## config.mk

```make
export PLATFORM = sky130hd
export DESIGN_NAME = pmu_status_readback
export DESIGN_NICKNAME = d
export VERILOG_FILES = /design/src/verilog/pmu_status_readback_pkg.sv /design/src/verilog/pmu_status_readback.sv
export VERILOG_INCLUDE_DIRS = /design/src /design/src/verilog
export SDC_FILE = /design/constraint.sdc
export NUM_CORES = 1
export LEC_CHECK = 0
export BUFFER_PORTS_ARGS = -buffer_cell sky130_fd_sc_hd__buf_2
export CORE_ASPECT_RATIO = 1.4
export CORE_MARGIN = 4
export CORE_UTILIZATION = 50
export CTS_CLUSTER_SIZE = 14
export DETAILED_ROUTE_END_ITERATION = 10
export PLACE_DENSITY = 0.7
export SETUP_SLACK_MARGIN = 0.05
export SLEW_MARGIN = 20
export SYNTH_ARGS = -nofsm -noshare
export SYNTH_HDL_FRONTEND = slang
export SYNTH_SLANG_ARGS = --single-unit
```

## constraint.sdc

```tcl
create_clock -name CLK -period 4.3 [get_ports CLK]
set_clock_uncertainty 0.05 [all_clocks]
set_input_delay 0.43 -clock CLK [delete_from_list [all_inputs] [get_ports CLK]]
set_output_delay 0.43 -clock CLK [all_outputs]
set_load 0.1 [all_outputs]
```

## src/verilog/pmu_status_readback_regs.svh

```systemverilog
// register offsets, field positions and reset values of the status readback block
`ifndef PMU_STATUS_READBACK_REGS_SVH
`define PMU_STATUS_READBACK_REGS_SVH

// byte offsets on the register port
`define REG_CH_CTRL0      8'h00
`define REG_CH_CTRL3      8'h0C
`define REG_SYS_CTRL      8'h10
`define REG_RB_SELECT     8'h14
`define REG_RB_DATA       8'h18
`define REG_IRQ_STATUS    8'h1C
`define REG_IRQ_MASK      8'h20

// readback word fields
`define WORD_TYPE_HI      23
`define WORD_TYPE_LO      22
`define MEAS_SEL_HI       14
`define MEAS_SEL_LO       13
`define FORCE_IN_BIT      12
`define SYS_FORCE_BIT     11
`define SYS_SENSE_BIT     10
`define CLAMP_EN_BIT      9
`define CMP_OUT_EN_BIT    8
`define CMP_VOLT_BIT      7
`define STICKY_TEMP_BIT   6
`define LIVE_TEMP_BIT     5
`define CLEAR_BIT         6
`define CMP_FIELD_TOP     21
`define ALM_STICKY_BIT    21
`define ALM_LIVE_BIT      20
`define ALM_GUARD_TOP     19
`define ALM_CLAMP_TOP     11

// interrupt status bits
`define IRQ_TEMP_BIT      0
`define IRQ_CMP_BIT       1
`define IRQ_ALARM_BIT     2
`define IRQ_WIDTH         3

// reset values
`define MEAS_SEL_RESET    2'h3
`define RB_SELECT_RESET   4'h0

`endif

```

## src/verilog/pmu_status_readback_pkg.sv

```systemverilog
// types shared by the status readback block
package pmu_status_readback_pkg;

    // word type carried in the two top bits of a readback word
    typedef enum logic [1:0] {
        WT_CHANNEL    = 2'b00,
        WT_COMPARATOR = 2'b01,
        WT_RESERVED   = 2'b10,
        WT_ALARM      = 2'b11
    } word_type_e;

    // measure output connection codes
    typedef enum logic [1:0] {
        MS_ISENSE = 2'b00,
        MS_VSENSE = 2'b01,
        MS_TEMP   = 2'b10,
        MS_HIGHZ  = 2'b11
    } measure_sel_e;

    typedef logic [23:0] rb_word_t;

endpackage

```

## src/verilog/pmu_status_readback.sv

```systemverilog
// status readback register bank of a four-channel measurement unit
//
// Contract
// - word type 00 returns the status of one selected channel only.
// - measure-select bits 14:13 give 00 current, 01 voltage, 10 temperature sensor.
// - measure-select code 11 means measure output high impedance, switch open.
// - bit 12 is force input source, 0 ground, 1 level converter.
// - bits 11 and 10 show system force and sense lines switched in.
// - bit 9 reports channel current clamp enable.
// - clamp enable reads the last write, system-wide or per-channel.
// - bit 8 reports channel comparator output enable.
// - comparator output enable reads the last write, system-wide or per-channel.
// - bit 7 reads 1 for compare voltage, 0 for compare current.
// - bit 6 sticky overtemperature flag, bit 5 live overtemperature level.
// - sticky overtemperature stays set until host writes one to bit 6.
// - comparator word is read-only, word type 01.
// - comparator bits 21:14 low/high pairs from channel 0; 13:0 zero.
// - each comparator bit follows its comparator output level.
// - alarm word is read-only, reports temperature, clamp and guard alarms.
// - temperature alarm appears in every channel readback word too.
`include "pmu_status_readback_regs.svh"
`timescale 1ns/1ps
`default_nettype none

module pmu_status_readback (
    input  wire logic        CLK,                    // system clock, 40 MHz
    input  wire logic        RST_N,                  // asynchronous reset, active low
    input  wire logic [7:0]  ADDR,                   // register byte address
    input  wire logic [31:0] WDATA,                  // write data
    input  wire logic        WR,                     // write strobe
    input  wire logic        RD,                     // read strobe
    output logic      [31:0] RDATA,                  // read data, cycle after RD
    input  wire logic [3:0]  CMP_LOW,                // low comparator pins, async
    input  wire logic [3:0]  CMP_HIGH,               // high comparator pins, async
    input  wire logic        OVERTEMP,               // junction over alarm level, async
    input  wire logic [3:0]  CLAMP_ALARM,            // per-channel clamp alarm, async
    input  wire logic [3:0]  GUARD_ALARM,            // per-channel guard alarm, async
    output logic             IRQ,                    // level interrupt, active high
    output logic      [3:0]  FORCE_INPUT_SOURCE,     // 1 = force input from converter
    output logic      [3:0]  CURRENT_CLAMP_ENABLED,  // clamp enable per channel
    output logic      [3:0]  COMPARATOR_OUT_ENABLED  // comparator output enable per channel
);

    localparam int SYNC_W = 17;

    // synchroniser stages; the first is read by the second only
    logic [SYNC_W-1:0] sync_meta;
    logic [SYNC_W-1:0] sync_q;
    logic [3:0]        cmp_low;
    logic [3:0]        cmp_high;
    logic [3:0]        clamp_alarm;
    logic [3:0]        guard_alarm;
    logic              live_overtemp_flag;

    // channel control state
    logic [1:0]        measure_select [4];
    logic [3:0]        system_force_switched;
    logic [3:0]        system_sense_switched;
    logic [3:0]        compare_voltage;
    logic [3:0]        force_input_source;
    logic [3:0]        current_clamp_enabled;
    logic [3:0]        comparator_out_enabled;

    // alarm and readback state
    logic              sticky_overtemp_flag;
    logic [3:0]        sticky_clamp;
    logic [3:0]        sticky_guard;
    logic [3:0]        rb_select;
    logic [7:0]        cmp_prev;
    logic [`IRQ_WIDTH-1:0] irq_status;
    logic [`IRQ_WIDTH-1:0] irq_mask;
    logic              temp_prev;
    logic [7:0]        alarm_prev;

    // decoded strobes and formed words
    logic              ch_write;
    logic [1:0]        ch_index;
    logic              sys_write;
    logic              clear_write;
    pmu_status_readback_pkg::rb_word_t chan_word;
    pmu_status_readback_pkg::rb_word_t cmp_word;
    pmu_status_readback_pkg::rb_word_t alarm_word;
    pmu_status_readback_pkg::rb_word_t rb_word;
    logic [31:0]       next_rdata;
    logic [`IRQ_WIDTH-1:0] irq_event;

    // two flops on every pin input before any logic sees it
    always_ff @(posedge CLK or negedge RST_N) begin
        if (!RST_N) begin
            sync_meta <= '0;
            sync_q    <= '0;
        end else begin
            sync_meta <= {OVERTEMP, GUARD_ALARM, CLAMP_ALARM, CMP_HIGH, CMP_LOW};
            sync_q    <= sync_meta;
        end
    end

    assign cmp_low            = sync_q[3:0];
    assign cmp_high           = sync_q[7:4];
    assign clamp_alarm        = sync_q[11:8];
    assign guard_alarm        = sync_q[15:12];
    assign live_overtemp_flag = sync_q[16];

    // address decode; channel registers sit at four consecutive words
    // the channel block starts at offset zero, so only its upper bound needs a test
    assign ch_write    = WR && (ADDR <= `REG_CH_CTRL3) && (ADDR[1:0] == 2'h0);
    assign ch_index    = ADDR[3:2];
    assign sys_write   = WR && (ADDR == `REG_SYS_CTRL);
    assign clear_write = ch_write && WDATA[`CLEAR_BIT];

    // per-channel fields written only through the channel register
    always_ff @(posedge CLK or negedge RST_N) begin
        if (!RST_N) begin
            for (int i = 0; i < 4; i++) begin
                measure_select[i] <= `MEAS_SEL_RESET;
            end
            force_input_source    <= '0;
            system_force_switched <= '0;
            system_sense_switched <= '0;
            compare_voltage       <= '0;
        end else if (ch_write) begin
            measure_select[ch_index]        <= WDATA[`MEAS_SEL_HI:`MEAS_SEL_LO];
            force_input_source[ch_index]    <= WDATA[`FORCE_IN_BIT];
            system_force_switched[ch_index] <= WDATA[`SYS_FORCE_BIT];
            system_sense_switched[ch_index] <= WDATA[`SYS_SENSE_BIT];
            compare_voltage[ch_index]       <= WDATA[`CMP_VOLT_BIT];
        end
    end

    // clamp and comparator enables: the later of system or channel write wins
    always_ff @(posedge CLK or negedge RST_N) begin
        if (!RST_N) begin
            current_clamp_enabled  <= '0;
            comparator_out_enabled <= '0;
        end else if (sys_write) begin
            current_clamp_enabled  <= {4{WDATA[`CLAMP_EN_BIT]}};
            comparator_out_enabled <= {4{WDATA[`CMP_OUT_EN_BIT]}};
        end else if (ch_write) begin
            current_clamp_enabled[ch_index]  <= WDATA[`CLAMP_EN_BIT];
            comparator_out_enabled[ch_index] <= WDATA[`CMP_OUT_EN_BIT];
        end
    end

    // sticky alarms; a set in the clearing cycle wins so no event is lost
    always_ff @(posedge CLK or negedge RST_N) begin
        if (!RST_N) begin
            sticky_overtemp_flag <= 1'b0;
            sticky_clamp         <= '0;
            sticky_guard         <= '0;
        end else begin
            sticky_overtemp_flag <= live_overtemp_flag
                                    || (sticky_overtemp_flag && !clear_write);
            sticky_clamp <= clamp_alarm | (sticky_clamp & {4{!clear_write}});
            sticky_guard <= guard_alarm | (sticky_guard & {4{!clear_write}});
        end
    end

    // readback selector: word type and channel
    always_ff @(posedge CLK or negedge RST_N) begin
        if (!RST_N) begin
            rb_select <= `RB_SELECT_RESET;
        end else if (WR && ADDR == `REG_RB_SELECT) begin
            rb_select <= {WDATA[`WORD_TYPE_HI:`WORD_TYPE_LO], WDATA[1:0]};
        end
    end

    // channel word for the one selected channel
    always_comb begin
        chan_word = '0;
        chan_word[`WORD_TYPE_HI:`WORD_TYPE_LO] = pmu_status_readback_pkg::WT_CHANNEL;
        chan_word[`MEAS_SEL_HI:`MEAS_SEL_LO] = measure_select[rb_select[1:0]];
        chan_word[`FORCE_IN_BIT]   = force_input_source[rb_select[1:0]];
        chan_word[`SYS_FORCE_BIT]  = system_force_switched[rb_select[1:0]];
        chan_word[`SYS_SENSE_BIT]  = system_sense_switched[rb_select[1:0]];
        chan_word[`CLAMP_EN_BIT]   = current_clamp_enabled[rb_select[1:0]];
        chan_word[`CMP_OUT_EN_BIT] = comparator_out_enabled[rb_select[1:0]];
        chan_word[`CMP_VOLT_BIT]   = compare_voltage[rb_select[1:0]];
        chan_word[`STICKY_TEMP_BIT] = sticky_overtemp_flag;
        chan_word[`LIVE_TEMP_BIT]   = live_overtemp_flag;
    end

    // comparator word built from live pin state, alarm word from live and sticky state
    always_comb begin
        cmp_word   = '0;
        alarm_word = '0;
        cmp_word[`WORD_TYPE_HI:`WORD_TYPE_LO]   = pmu_status_readback_pkg::WT_COMPARATOR;
        alarm_word[`WORD_TYPE_HI:`WORD_TYPE_LO] = pmu_status_readback_pkg::WT_ALARM;
        alarm_word[`ALM_STICKY_BIT] = sticky_overtemp_flag;
        alarm_word[`ALM_LIVE_BIT]   = live_overtemp_flag;
        for (int i = 0; i < 4; i++) begin
            cmp_word[`CMP_FIELD_TOP - 2*i]     = cmp_low[i];
            cmp_word[`CMP_FIELD_TOP - 2*i - 1] = cmp_high[i];
            alarm_word[`ALM_GUARD_TOP - 2*i]     = sticky_guard[i];
            alarm_word[`ALM_GUARD_TOP - 2*i - 1] = guard_alarm[i];
            alarm_word[`ALM_CLAMP_TOP - 2*i]     = sticky_clamp[i];
            alarm_word[`ALM_CLAMP_TOP - 2*i - 1] = clamp_alarm[i];
        end
    end

    // word type picks the readback word; the undefined type reads its type only
    always_comb begin
        unique case (pmu_status_readback_pkg::word_type_e'(rb_select[3:2]))
            pmu_status_readback_pkg::WT_CHANNEL:    rb_word = chan_word;
            pmu_status_readback_pkg::WT_COMPARATOR: rb_word = cmp_word;
            pmu_status_readback_pkg::WT_ALARM:      rb_word = alarm_word;
            pmu_status_readback_pkg::WT_RESERVED:   rb_word = {2'h2, 22'h000000};
        endcase
    end

    // read mux; readback words have no write path at all
    always_comb begin
        next_rdata = 32'h00000000;
        if (RD) begin
            if (ADDR == `REG_RB_DATA) begin
                next_rdata = {8'h00, rb_word};
            end else if (ADDR == `REG_RB_SELECT) begin
                next_rdata = {8'h00, rb_select[3:2], 20'h00000, rb_select[1:0]};
            end else if (ADDR == `REG_IRQ_STATUS) begin
                next_rdata = {29'h00000000, irq_status};
            end else if (ADDR == `REG_IRQ_MASK) begin
                next_rdata = {29'h00000000, irq_mask};
            end
        end
    end

    // read data stand for the one cycle after the strobe only
    always_ff @(posedge CLK or negedge RST_N) begin
        if (!RST_N) begin
            RDATA <= 32'h00000000;
        end else begin
            RDATA <= next_rdata;
        end
    end

    // edge history for interrupt events
    always_ff @(posedge CLK or negedge RST_N) begin
        if (!RST_N) begin
            temp_prev  <= 1'b0;
            cmp_prev   <= '0;
            alarm_prev <= '0;
        end else begin
            temp_prev  <= live_overtemp_flag;
            cmp_prev   <= {cmp_high, cmp_low};
            alarm_prev <= {guard_alarm, clamp_alarm};
        end
    end

    assign irq_event[`IRQ_TEMP_BIT]  = live_overtemp_flag && !temp_prev;
    assign irq_event[`IRQ_CMP_BIT]   = ({cmp_high, cmp_low} != cmp_prev);
    assign irq_event[`IRQ_ALARM_BIT] = |({guard_alarm, clamp_alarm} & ~alarm_prev);

    // sticky interrupt status, cleared by its read; a new event beats the clear
    always_ff @(posedge CLK or negedge RST_N) begin
        if (!RST_N) begin
            irq_status <= '0;
        end else if (RD && ADDR == `REG_IRQ_STATUS) begin
            irq_status <= irq_event;
        end else begin
            irq_status <= irq_status | irq_event;
        end
    end

    // interrupt mask
    always_ff @(posedge CLK or negedge RST_N) begin
        if (!RST_N) begin
            irq_mask <= '0;
        end else if (WR && ADDR == `REG_IRQ_MASK) begin
            irq_mask <= WDATA[`IRQ_WIDTH-1:0];
        end
    end

    // registered output trails the status by one cycle to keep outputs on flops
    always_ff @(posedge CLK or negedge RST_N) begin
        if (!RST_N) begin
            IRQ <= 1'b0;
        end else begin
            IRQ <= |(irq_status & irq_mask);
        end
    end

    assign FORCE_INPUT_SOURCE     = force_input_source;
    assign CURRENT_CLAMP_ENABLED  = current_clamp_enabled;
    assign COMPARATOR_OUT_ENABLED = comparator_out_enabled;
endmodule // pmu_status_readback

`default_nettype wire

```

# ---- Word level (Yosys, flattened, before mapping)
# Cells that the tools add are included.
dict set report word_totals {
  register_bits 135
  input_bits 61
  out_inout_bits 45
  word_cells 105
}
dict set report classes {
  n_lt_le_gt_ge 7
  eq_ne 9
  mux 37
  bitwise 10
  reduce_logical 19
}
# cell n
set op_table {}
lappend op_table {{$pmux W24 S4} 1}
lappend op_table {{$mux W24} 3}
lappend op_table {{$eq A8 B5 Y1 const B} 4}
lappend op_table {{$bwmux W4} 6}
lappend op_table {{$mux W4} 4}
lappend op_table {{$bmux W1 S2} 6}
lappend op_table {{$logic_and A1 B1 Y1} 11}
lappend op_table {{$mux W3} 3}
lappend op_table {{$and A4 B4 Y4} 2}
lappend op_table {{$and A8 B8 Y8} 1}
lappend op_table {{$bwmux W8} 1}
lappend op_table {{$eq A8 B6 Y1 const B} 1}
lappend op_table {{$le A8 B4 Y1 const B} 1}
lappend op_table {{$ne A8 B8 Y1} 1}
lappend op_table {{$not A8 Y8} 1}
lappend op_table {{$or A4 B4 Y4} 2}
lappend op_table {{$reduce_or A8 Y1} 1}
lappend op_table {{$mux W1} 7}
lappend op_table {{$ge A3 B3 Y1 const B} 2}
lappend op_table {{$lt A2 B3 Y1 const B} 2}
lappend op_table {{$mux W2} 3}
lappend op_table {{$not A2 Y3} 2}
lappend op_table {{$bmux W2 S2} 1}
lappend op_table {{$demux W2 S2} 1}
lappend op_table {{other kinds (12)} 15}

# ---- Logic depth before layout (Yosys ltp)
# Gate-level depths: netlist (run 1).
dict set report depth {
  ltp_word 7
  mapped_depth 6
  mapped_depth_nobuf 4
}

# ---- Worst setup path after synthesis (run 1)
# No wires, ideal clock.
dict set report synth_timing {
  kind {in2reg}
  from {in ADDR[1]}
  to {reg rb_select[0]}
  setup_ns 0.125
  arrival_ns 1.813
  required_time_ns 4.125
  path_slack_ns 2.312
  cell_stages 5
  path_buffers 1
  cell_sequence {or4_4 nor3b_2 and3_1 buf_2 mux2_2}
}
dict set report synth_between {
  elab_chain_len 2
}
# element line_no
set synth_lines {}
lappend synth_lines {{from (decl)} pmu_status_readback.sv:28} ;# input wire logic [7:0] ADDR,
lappend synth_lines {{$eq A8 B5 Y1 (no line)} --}
lappend synth_lines {{$logic_and A1 B1 Y1 (no line)} --}
lappend synth_lines {{to (signal assigned)} pmu_status_readback.sv:161} ;# rb_select <= `RB_SELECT_RESET;
lappend synth_lines {{to (signal assigned)} pmu_status_readback.sv:163} ;# rb_select <= {WDATA[`WORD_TYPE_HI:`WORD_TYPE_LO], WDATA[1:0]};
lappend synth_lines {{to (decl)} pmu_status_readback.sv:68} ;# logic [3:0] rb_select;
# No other way between the ends.
# A chain may end at the register's enable or synchronous reset.

# ---- Worst setup path after layout (run 1)
# Ends and elaborated chain as after synthesis.

==> impl_results.md, run 1 <==
* Initial antenna violation count at 0
* GRT Util Overall at 18.5%
* Critical-path cell list: buf_2 -> or4_4 -> nor3b_2 -> and3_1 -> mux2_2
* Cts hold-fix bufs at 0
* Worst-Skew Late Latency at about 400 ps
* Cell Area, Synth at approximately 4800 sq um
* Ys async rst share at 100%
* Slew HR at roughly 48%
* R2R Setup Slk at roughly 2500 ps
* Switching portion of total power at 23.0%
* Most frequent cells in the layout: 118 x dfrtp_1, 77 x buf_2, 51 x mux2_2, 17 x nand2_1, 17 x clkbuf_16
* Worst slew pin tran at ~770 ps
* Die Width at 91.0 microns
* DIE HEIGHT at 124 microns
* Multi-input logic area at 1530 sq um
* Initial Util at ~51%
* Register bit total from synthesis at about 130
* Post-Route WL at around 9.6 mm
* Total global routing overflow at 0
* Worst VDD drop at around 0.35 mV
* CP Capture Type: register
* Highest cell delay on the worst timing path at roughly 700 ps
* Final ANT Viol Nets at 0
* Layout Cells excl Fill at around 550
* Critical Path RT at ~4500 ps
* Unique masters post-synth at 48
* Layout area overhead at 22.3%
* Most common cell after layout, fill and taps aside: dfrtp_1
* Routed length per instance at between 15 and 20 microns
* Seq/Total Area, Yosys at roughly two thirds
* Final Max Slew Viols at 0
* Cell family with most CP delay: simple AND/OR/NAND/NOR gates
* # setup viols final at 0
* DRT Pass-1 Iters at 4
* Final Power at 2.98 mW
* Largest net degree at the start of global routing at between 80 and 90
* Drt first-iter violations at 166
* P_sw at between 0.6 and 0.7 mW
* Flop pwr share at a little over two fifths
* Outcome: finished clean
* Unrepaired setup endpoints after global routing: false
* Cells after DPL at roughly 520
* Post-Syn Instances at roughly 340
* Detail Placement HPWL at 6.53 mm
* Clock sinks at about 130
* CTS resizes at 0
* N_diodes at 0
* Setup Fix Bufs, Post-CTS at 0
* Logic pwr share at between 7 and 8%
* Arrival time worst endpoint at 2560 ps
* Layout net count at approximately 490
* CTS H-Tree Depth at 4
* Clock-pin slew on the worst setup and hold paths at 50 ps
* Num CTS Buffers at 17
* Io pins at 106
* Cell accounting for the most synthesized area: dfrtp_1
* Core ar. at ~9500 sq um
* Vias in the first global route at around 3200
* Die area at approximately 11000 sq um
* Setup CP Type: input port to register
* Drt drc at 0
* Yosys top cell area share at between 60% and 70%
* Max Buffers Root-to-Sink at 2
* Fraction of layout cells with a size suffix above 1 at a little over 40%
* Avg Cell Area, Syn at ~14 sq um
* Setup TNS at 0 ps
* First-pass GRT wire length at ~16 mm
* LEAKAGE at between 2 and 3 nW
* Top FF cell, synth: dfrtp_1
* Worst Hold Class: input port to asynchronous set/reset pin
* Register area at about 3200 sq um
* CP bufs+invs at 1
* PwrDens at roughly 500 nW/um^2
* CP max-delay cell: nor3b_2
* Number of flops mapped to enable cells by yosys at 0
* Min Tclk post-route at about 2300 ps
* Syn. warnings at 0
* Startpoint Class: input port
* # port buffers at 78
* Vias per cell at around 5.4
* Max cap viols at 0
* Clock share of power at 49.5%
* Largest cells by area after synthesis: dfrtp_1 61%, mux2_2 12%, dfstp_2 4.4%
* Crit share post-route at 53.9%
* Fmax at 432 MHz
* CTS tree: yes
* Std-Cell Rows at 42
* GP Congestion at between 0.7 and 0.8
* Root Driver: clkbuf_16
* Final hold violations at 0
* Vias at around 2900
* Worst Path Max Fanout at 12
* Internal power at 2.29 mW
* Fillers at about 750
==> metrics by stage <==
step / util [%] / instance area (sq um) / setup WS [ps] / hold WS, ps
floorplan: - / 4860 / 2310 / 84.4
global placement: 55.7 / 5270 / 1650 / 282
detailed placement: 55.7 / 5270 / 1630 / 285
CTS: 62.3 / 5890 / 2000 / 59.0
global route: 62.4 / 5900 / 1900 / 57.2
finish: 62.4 / 5900 / 1980 / 2.76
==> Yosys cell counts (all sizes together) (3+ instances only) <==
cell type / count
dfrtp: 118
mux2: 51
nand2: 17
nor2: 15
buf: 14
a22oi: 10
inv: 10
xnor2: 10
a21o: 9
clkbuf: 8
dfstp: 8
a21oi: 7
mux2i: 7
and3: 4
nand2b: 4
nand3: 4
nand4: 4
nor3b: 4
o21ai: 4
a32o: 3
and2: 3
nor2b: 3
nor3: 3
==> sequential cells by signal (all words and copies together) (netlist names), 4 cells and up <==
name                    cells
cmp_prev                    8
FORCE_INPUT_SOURCE          4
measure_select              8
alarm_prev                  8
system_force_switched       4
RDATA                      23
compare_voltage             4
rb_select                   4
sticky_guard                4
sync_meta                  17
system_sense_switched       4
sync_q                     17
COMPARATOR_OUT_ENABLED      4
sticky_clamp                4
CURRENT_CLAMP_ENABLED       4
==> layer usage <==
| layer | GRT usage, % | wire (microns) | up-vias |
|---|---|---|---|
| met5 | 0 | 0 | - |
| met4 | 8.17 | 164 | 0 |
| met3 | 5.87 | 459 | 14 |
| met2 | 31.7 | 5220 | 83 |
| met1 | 20.8 | 3730 | 1475 |
| li1 | - | - | 1368 |
==> worst register-to-register path, cell delays in order (launching register included) <==
cell and delay [ps]:
dfrtp_1 590, nor3_2 620, a22oi_1 210, a21oi_1 220
==> worst paths after layout <==
path | endpoint | from | cells after the start
max | rb_select[0]$_DFFE_PN0P_ | ADDR[1] | 5
min | sync_meta[4]$_DFF_PN0_ | RST_N | 1
max reg2reg | RDATA[7]$_DFF_PN0_ | rb_select[3]$_DFFE_PN0P_ | 3
min reg2reg | sync_q[14]$_DFF_PN0_ | sync_meta[14]$_DFF_PN0_ | 0
max in group asynchronous | measure_select[0]$_DFFE_PN1P_ | RST_N | 2
min in group CLK | sync_meta[6]$_DFF_PN0_ | CMP_HIGH[2] | 1
==> kinds of logic after synthesis <==
family                 count (synthesis)  synth area share, %
multiplexers                          59                 13.8
AO/OA/AOI/OAI                         46                 7.18
XOR/XNOR                              10                 1.81
AND/OR/NAND/NOR                       69                 8.11
other                                  1               0.0777
buffers and inverters                 32                 3.45
flip-flops                           126                 65.5
==> final cells by class <==
cell class	count	area share (%)
Clock inverter	11	2.82
Multi-Input combinational cell	193	26.0
Sequential cell	126	53.6
Tap cell	110	2.33
Inverter	10	0.636
Clock buffer	19	7.68
Timing Repair Buffer	80	6.98
==> power by group through the flow <==
stage	Combinational, mW	Clock (mW)	Sequential, mW
2_1_floorplan	0.113	0	1.34
3_3_place_gp	0.232	0	1.28
3_5_place_dp	0.236	0	1.29
4_1_cts	0.237	1.50	1.27
5_1_grt	0.254	1.57	1.27
6_report	0.235	1.47	1.27
No activity file was read; power rests on OpenSTA's default activity.
==> inputs of run 2 (changes only) <==
--- a/config.mk
+++ b/config.mk
@@ -9,10 +9,10 @@
 export BUFFER_PORTS_ARGS = -buffer_cell sky130_fd_sc_hd__buf_2
 export CORE_ASPECT_RATIO = 1.4
 export CORE_MARGIN = 4
-export CORE_UTILIZATION = 50
+export CORE_UTILIZATION = 48
 export CTS_CLUSTER_SIZE = 14
 export DETAILED_ROUTE_END_ITERATION = 10
-export PLACE_DENSITY = 0.7
+export PLACE_DENSITY = 0.71
 export SETUP_SLACK_MARGIN = 0.05
 export SLEW_MARGIN = 20
 export SYNTH_ARGS = -nofsm -noshare
==> constraint.sdc (replaced) <==
create_clock -name CLK -period 2 [get_ports CLK]
set_clock_uncertainty 0.05 [all_clocks]
set_input_delay 0.2 -clock CLK [delete_from_list [all_inputs] [get_ports CLK]]
set_output_delay 0.2 -clock CLK [all_outputs]
set_load 0.1 [all_outputs]
==> impl_results.md, run 2 (synthesis results as in run 1) <==
* Outcome: finished clean
* # setup viols final at 0 (unchanged)
* Vias at 3119 (+6.1%)
* N_diodes at 0 (unchanged)
* Final core utilization at 64.4% (+2.0 points)
* Worst VDD drop at 0.849 mV (+140%)
* Arrival time worst endpoint at 1980 ps (-580 ps)
* Min Tclk post-route at 1750 ps
* Drt first-iter violations at 137 (-17%)
* CTS H-Tree Depth at 4 (unchanged)
* Max cap viols at 0 (unchanged)
* Drt drc at 0 (unchanged)
* Startpoint Class: register
* Worst Hold Path Cells at 2
* LEAKAGE at 3.01 nW (+7.0%)
* Root Driver: clkbuf_16
* Worst Hold Path EP: system_force_switched[0]$_DFFE_PN0P_
* DRT Pass-1 Iters at 4 (unchanged)
* Num CTS Buffers at 17 (unchanged)
* Initial antenna violation count at 0 (unchanged)
* Post-Route WL at 10.0 mm (+4.5%)
* Worst Path Max Fanout at 17 (+5)
* Std-Cell Rows at 43 (+2.4%)
* Pre-CTS setup slack at 11.8 ps (-1620 ps)
* CTS tree: yes
* DIE HEIGHT at 127 microns (+1.9%)
* Unrepaired setup endpoints after global routing: false
* Layout area overhead at 31.4%
* Routed length per instance at 16.4 microns (-6.1%)
* Reg2reg start: rb_select[1]$_DFFE_PN0P_
* Max Buffers Root-to-Sink at 2 (unchanged)
* GRT Util Overall at 18.9% (+0.47 points)
* Vias per cell at 5.10 (-4.7%)
* Reg with most FFs: RDATA
* Cells on worst reg2reg path at 3 (unchanged)
* Most common cell after layout, fill and taps aside: dfrtp_1
* Final Max Slew Viols at 0 (unchanged)
* Slew HR at 52.7% (+4.3 points)
* Layout net count at 524 (+7.2%)
* First-pass GRT wire length at 16.7 mm (+3.3%)
* Final Power at 6.70 mW (+130%)
* Most frequent cells in the layout: 118 x dfrtp_1, 77 x buf_2, 51 x mux2_2, 22 x dlygate4sd3_1
* Worst slew pin tran at 709 ps (-61.8 ps)
* Crit share post-route at between 80% and 90%
* # port buffers at 78 (unchanged)
* Core ar. at 9850 sq um (+4.1%)
* Final Cell Area at 6340 sq um (+7.5%)
* Die Width at 92.7 microns (+1.9%)
* Hold path startpoint: WDATA[11]
* Final worst setup slack at 251 ps (-1730 ps)
* Die area at 11700 sq um (+3.8%)
* Max reg flops at 23 (unchanged)
* Io pins at 106 (unchanged)
* Final ANT Viol Nets at 0 (unchanged)
* Placed instance area at 5440 sq um (+3.2%)
* Total global routing overflow at 0 (unchanged)
* PwrDens at 1060 nW/um^2 (+110%)
* Worst Hold Class: input port to register
* Fmax at around 570 MHz
* Clock-pin slew on the worst setup and hold paths at 60 ps (about the same)
* GP Congestion at 0.758 (-2.7%)
* Fraction of layout cells with a size suffix above 1 at 40.5% (-0.23 points)
* Largest registers: RDATA (23), sync_meta (17), sync_q (17)
* Detail Placement HPWL at 6.69 mm (+2.5%)
* Critical Path RT at 2230 ps (-2310 ps)
* Clock sinks at 126 (unchanged)
* Worst r2r dst: RDATA[11]$_DFF_PN0_
* R2R Setup Slk at 250 ps (-2260 ps)
* Setup CP Type: register to register
* Initial Util at 49.0% (-2.0 points)
* Vias in the first global route at 3318 (+2.9%)
* Largest net degree at the start of global routing at 54 (-36%)
* Worst-Skew Late Latency at 410 ps (about the same)
* CP Capture Type: register
* Final hold violations at 0 (unchanged)
* Setup TNS at 0 ps (unchanged)
==> run 2: cell type report <==
type / count / area [sq um]
clock inverter: 9 / 179
inverter: 10 / 37.5
multi-input combinational: 193 / 1530
tap: 135 / 169
fill: 741 / 3500
clock buffer: 23 / 498
sequential: 126 / 3160
timing repair buffer: 115 / 763
==> run 2: worst max-delay path, cell delays in order (launching register included) <==
cell     delay [ps]
dfrtp_1         790
mux2_2          410
a22oi_1         250
a21oi_1         120
==> run 2: timing repair <==
action / CTS / global route
hold buffers: 22 / 0
setup buffers: 0 / 0
setup endpoints to repair: 1 / 0
gates resized for setup: 1 / 0
endpoints found under the hold margin: 46 / 0
==> run 2: metal layers <==
| metal | vias to the layer above | part of all wire (%) | track usage, % |
|---|---|---|---|
| met5 | - | 0 | 0 |
| met4 | 0 | 2.2 | 7.59 |
| met2 | 86 | 54 | 33.3 |
| met1 | 1571 | 38 | 21.4 |
| met3 | 19 | 5.3 | 5.75 |
| li1 | 1443 | - | - |
==> run 2: worst max path at each step <==
stage / from / end / slack, ps
finish: rb_select[1]$_DFFE_PN0P_ / RDATA[11]$_DFF_PN0_ / 250
CTS: rb_select[1]$_DFFE_PN0P_ / RDATA[11]$_DFF_PN0_ / 230
detailed placement: ADDR[1] / irq_status[1]$_DFF_PN0_ / 10
global placement: ADDR[1] / irq_status[1]$_DFF_PN0_ / 4
floorplan: ADDR[1] / rb_select[0]$_DFFE_PN0P_ / 240
global route: rb_select[1]$_DFFE_PN0P_ / RDATA[11]$_DFF_PN0_ / 160
==> run 2: stage by stage <==
stage                     cells  hold slack (ps)
after global routing        611             7.86
after detailed placement    557             94.8
after global placement      557             89.4
final                       611             18.2
after floorplan             351             -146
after CTS                   611             4.44
==> run 2: power breakdown <==
part	switching, mW	internal (mW)	total (mW)
clock	1.05	2.38	3.42
sequential	0.0627	2.66	2.72
combinational	0.380	0.181	0.561
total	1.49	5.21	6.70
==> inputs of run 3 (changes only) <==
--- a/config.mk
+++ b/config.mk
@@ -9,10 +9,11 @@
 export BUFFER_PORTS_ARGS = -buffer_cell sky130_fd_sc_hd__buf_2
 export CORE_ASPECT_RATIO = 1.4
 export CORE_MARGIN = 4
-export CORE_UTILIZATION = 48
+export CORE_UTILIZATION = 50
+export CTS_BUF_LIST = sky130_fd_sc_hd__clkbuf_2
 export CTS_CLUSTER_SIZE = 14
 export DETAILED_ROUTE_END_ITERATION = 10
-export PLACE_DENSITY = 0.71
+export PLACE_DENSITY = 0.73
 export SETUP_SLACK_MARGIN = 0.05
 export SLEW_MARGIN = 20
 export SYNTH_ARGS = -nofsm -noshare
==> impl_results.md, run 3 (synthesis results as in run 1) <==
* R2R Setup Slk at 280 ps (+30 ps)
* Highest cell delay on the worst timing path at 570 ps (-220 ps)
* Min Tclk post-route at 1950 ps (+202 ps)
* Final core utilization at 64.5% (+0.12 points)
* Detail Placement HPWL at 6.78 mm (+1.3%)
* Worst Hold Class: input port to register
* P_sw at 1.32 mW (-12%)
* Crit share post-route at 97.5% (+10 points)
* # port buffers at 78 (unchanged)
* Initial antenna violation count at 0 (unchanged)
* Clock-pin slew on the worst setup and hold paths at 180 ps (+120 ps)
* Drt drc at 0 (unchanged)
* DRT Pass-1 Iters at 5 (+1)
* Reg with most FFs: RDATA
* Fmax at 513 MHz (-10%)
* Arrival time worst endpoint at 2460 ps (+480 ps)
* GRT Util Overall at 18.6% (-0.30 points)
* CTS tree: yes
* Vias per cell at 5.20 (+1.8%)
* Std-Cell Rows at 42 (-2.3%)
* Max Buffers Root-to-Sink at 2 (unchanged)
* Most frequent cells in the layout: 118 x dfrtp_1, 77 x buf_2, 51 x mux2_2, 43 x dlygate4sd3_1, 19 x clkbuf_2
* Fraction of layout cells with a size suffix above 1 at 38.7% (-1.9 points)
* Drt first-iter violations at 160 (+17%)
* Logic pwr share at 12.2% (+3.8 points)
* Layout net count at 547 (+4.4%)
* Outcome: finished clean
* Final worst setup slack at 49.1 ps (-202 ps)
* Die area at 11300 sq um (-3.7%)
* Worst Path Max Fanout at 15 (-2)
* CP max-delay cell: dlygate4sd3_1
* Setup CP Type: input port to register
* DIE HEIGHT at 124 microns (-1.9%)
* CTS H-Tree Depth at 4 (unchanged)
* Setup TNS at 0 ps (unchanged)
* CP Capture Type: register
* Most frequent CP cell: dlygate4sd3_1
* Unrepaired setup endpoints after global routing: true
* Worst-Skew Late Latency at 650 ps (+240 ps)
* Final ANT Viol Nets at 0 (unchanged)
* N_diodes at 0 (unchanged)
* Internal power at 3.55 mW (-32%)
* First-pass GRT wire length at 16.4 mm (-2.1%)
* Cells after DPL at 533 (-4.3%)
* Vias at 3164 (+1.4%)
* Clock share of power at 32.0% (-19 points)
* Vias in the first global route at 3339 (+0.63%)
* Critical Path RT at 2500 ps (+270 ps)
* Clock sinks at 126 (unchanged)
* Startpoint Class: input port
* Most common cell after layout, fill and taps aside: dfrtp_1
* Initial Util at 51.0% (+2.0 points)
* Final Max Slew Viols at 0 (unchanged)
* Largest registers: RDATA (23), sync_meta (17), sync_q (17)
* # setup viols final at 0 (unchanged)
* PwrDens at 797 nW/um^2 (-25%)
* Post-Route WL at 9.78 mm (-2.2%)
* Die Width at 91.0 microns (-1.8%)
* Final hold violations at 0 (unchanged)
* Layout area overhead at 26.5%
* Core ar. at 9460 sq um (-3.9%)
* Total global routing overflow at 0 (unchanged)
* Num CTS Buffers at 17 (unchanged)
* Routed length per instance at 16.1 microns (-1.8%)
* Io pins at 106 (unchanged)
* Worst slew pin tran at 715 ps (+6.31 ps)
* Layout Cells excl Fill at 609 (-0.33%)
* Pre-CTS setup slack at 7.66 ps (-4.13 ps)
* Max cap viols at 0 (unchanged)
* Max reg flops at 23 (unchanged)
* Worst VDD drop at 0.535 mV (-37%)
* Largest net degree at the start of global routing at 47 (-13%)
* LEAKAGE at 2.91 nW (-3.1%)
* Critical-path cell list: dlygate4sd3_1 -> buf_2 -> nor2_2 -> and4b_1 -> nand2_1 -> mux2_2 -> dlygate4sd3_1
* GP Congestion at 0.745 (-1.7%)
* Root Driver: clkbuf_2
* Slew HR at 52.3% (-0.42 points)
* Switching portion of total power at 27.1% (+4.9 points)
* Flop pwr share at 55.8% (+15 points)
* Fillers at 725 (-2.2%)
==> run 3: changes by cell type in the layout (fill, tap and decap cells not counted), moves of 2 or more <==
| cell | delta |
|---|---|
| clkbuf_2 | +19 |
| buf_4 | +2 |
| clkinvlp_4 | +3 |
| dlygate4sd3_1 | +21 |
| clkinv_1 | +4 |
| bufinv_16 | -2 |
| clkbuf_8 | -5 |
| clkbuf_16 | -17 |
==> run 3: cell type report <==
type / count / area [sq um] / area share, %
Clock buffer: 19 / 95.1 / 1.56
Inverter: 10 / 37.5 / 0.615
Clock inverter: 13 / 148 / 2.42
Timing Repair Buffer: 138 / 988 / 16.2
Multi-Input combinational cell: 193 / 1530 / 25.1
Tap cell: 110 / 138 / 2.26
Sequential cell: 126 / 3160 / 51.8
==> run 3: power groups by stage <==
stage                     registers [mW]  logic, mW  clock network (mW)
after global routing                2.73      0.639                1.72
after CTS                           2.72      0.597                1.61
final                               2.72      0.595                1.55
after floorplan                     2.87      0.243                   0
after detailed placement            2.76      0.527                   0
after global placement              2.76      0.517                   0
==> run 3: what timing repair did <==
action / in CTS / in global routing
buffers inserted: 0 / 0
endpoints found under the hold margin: 211 / 0
gates resized for setup: 0 / 2
endpoints found under the setup margin: 0 / 7
hold buffers: 44 / 0
==> run 3: routing by layer <==
layer / routed length (microns) / track usage (%) / share of wire, %
met1: 4000 / 22.3 / 41
met2: 5080 / 31.2 / 52
met3: 493 / 5.33 / 5.0
met4: 208 / 7.99 / 2.1
met5: 0 / 0 / 0
==> run 3: final timing paths <==
check / from / endpoint / depth (start not counted)
max: ADDR[3] / irq_mask[1]$_DFFE_PN0P_ / 7
max in group asynchronous: RST_N / measure_select[2]$_DFFE_PN1P_ / 4
min: ADDR[2] / FORCE_INPUT_SOURCE[3]$_DFFE_PN0P_ / 3
min in group asynchronous: RST_N / RDATA[15]$_DFF_PN0_ / 4
max reg2reg: rb_select[1]$_DFFE_PN0P_ / RDATA[12]$_DFF_PN0_ / 3
min reg2reg: sync_meta[7]$_DFF_PN0_ / sync_q[7]$_DFF_PN0_ / 0
==> run 3: worst max-delay path, delay by kind of cell <==
kind          cells  cell delay (ps)
mux               1              290
simple gates      3              630
buf+inv           3             1320
==> run 3: stage by stage <==
stage / hold WS (ps) / total power [mW] / instance area (sq um)
final: 111 / 4.86 / 6100
after global routing: 36.6 / 5.09 / 6100
after CTS: 0.487 / 4.92 / 6100
after detailed placement: 113 / 3.29 / 5400
after global placement: 109 / 3.27 / 5400
after floorplan: -146 / 3.12 / 4860
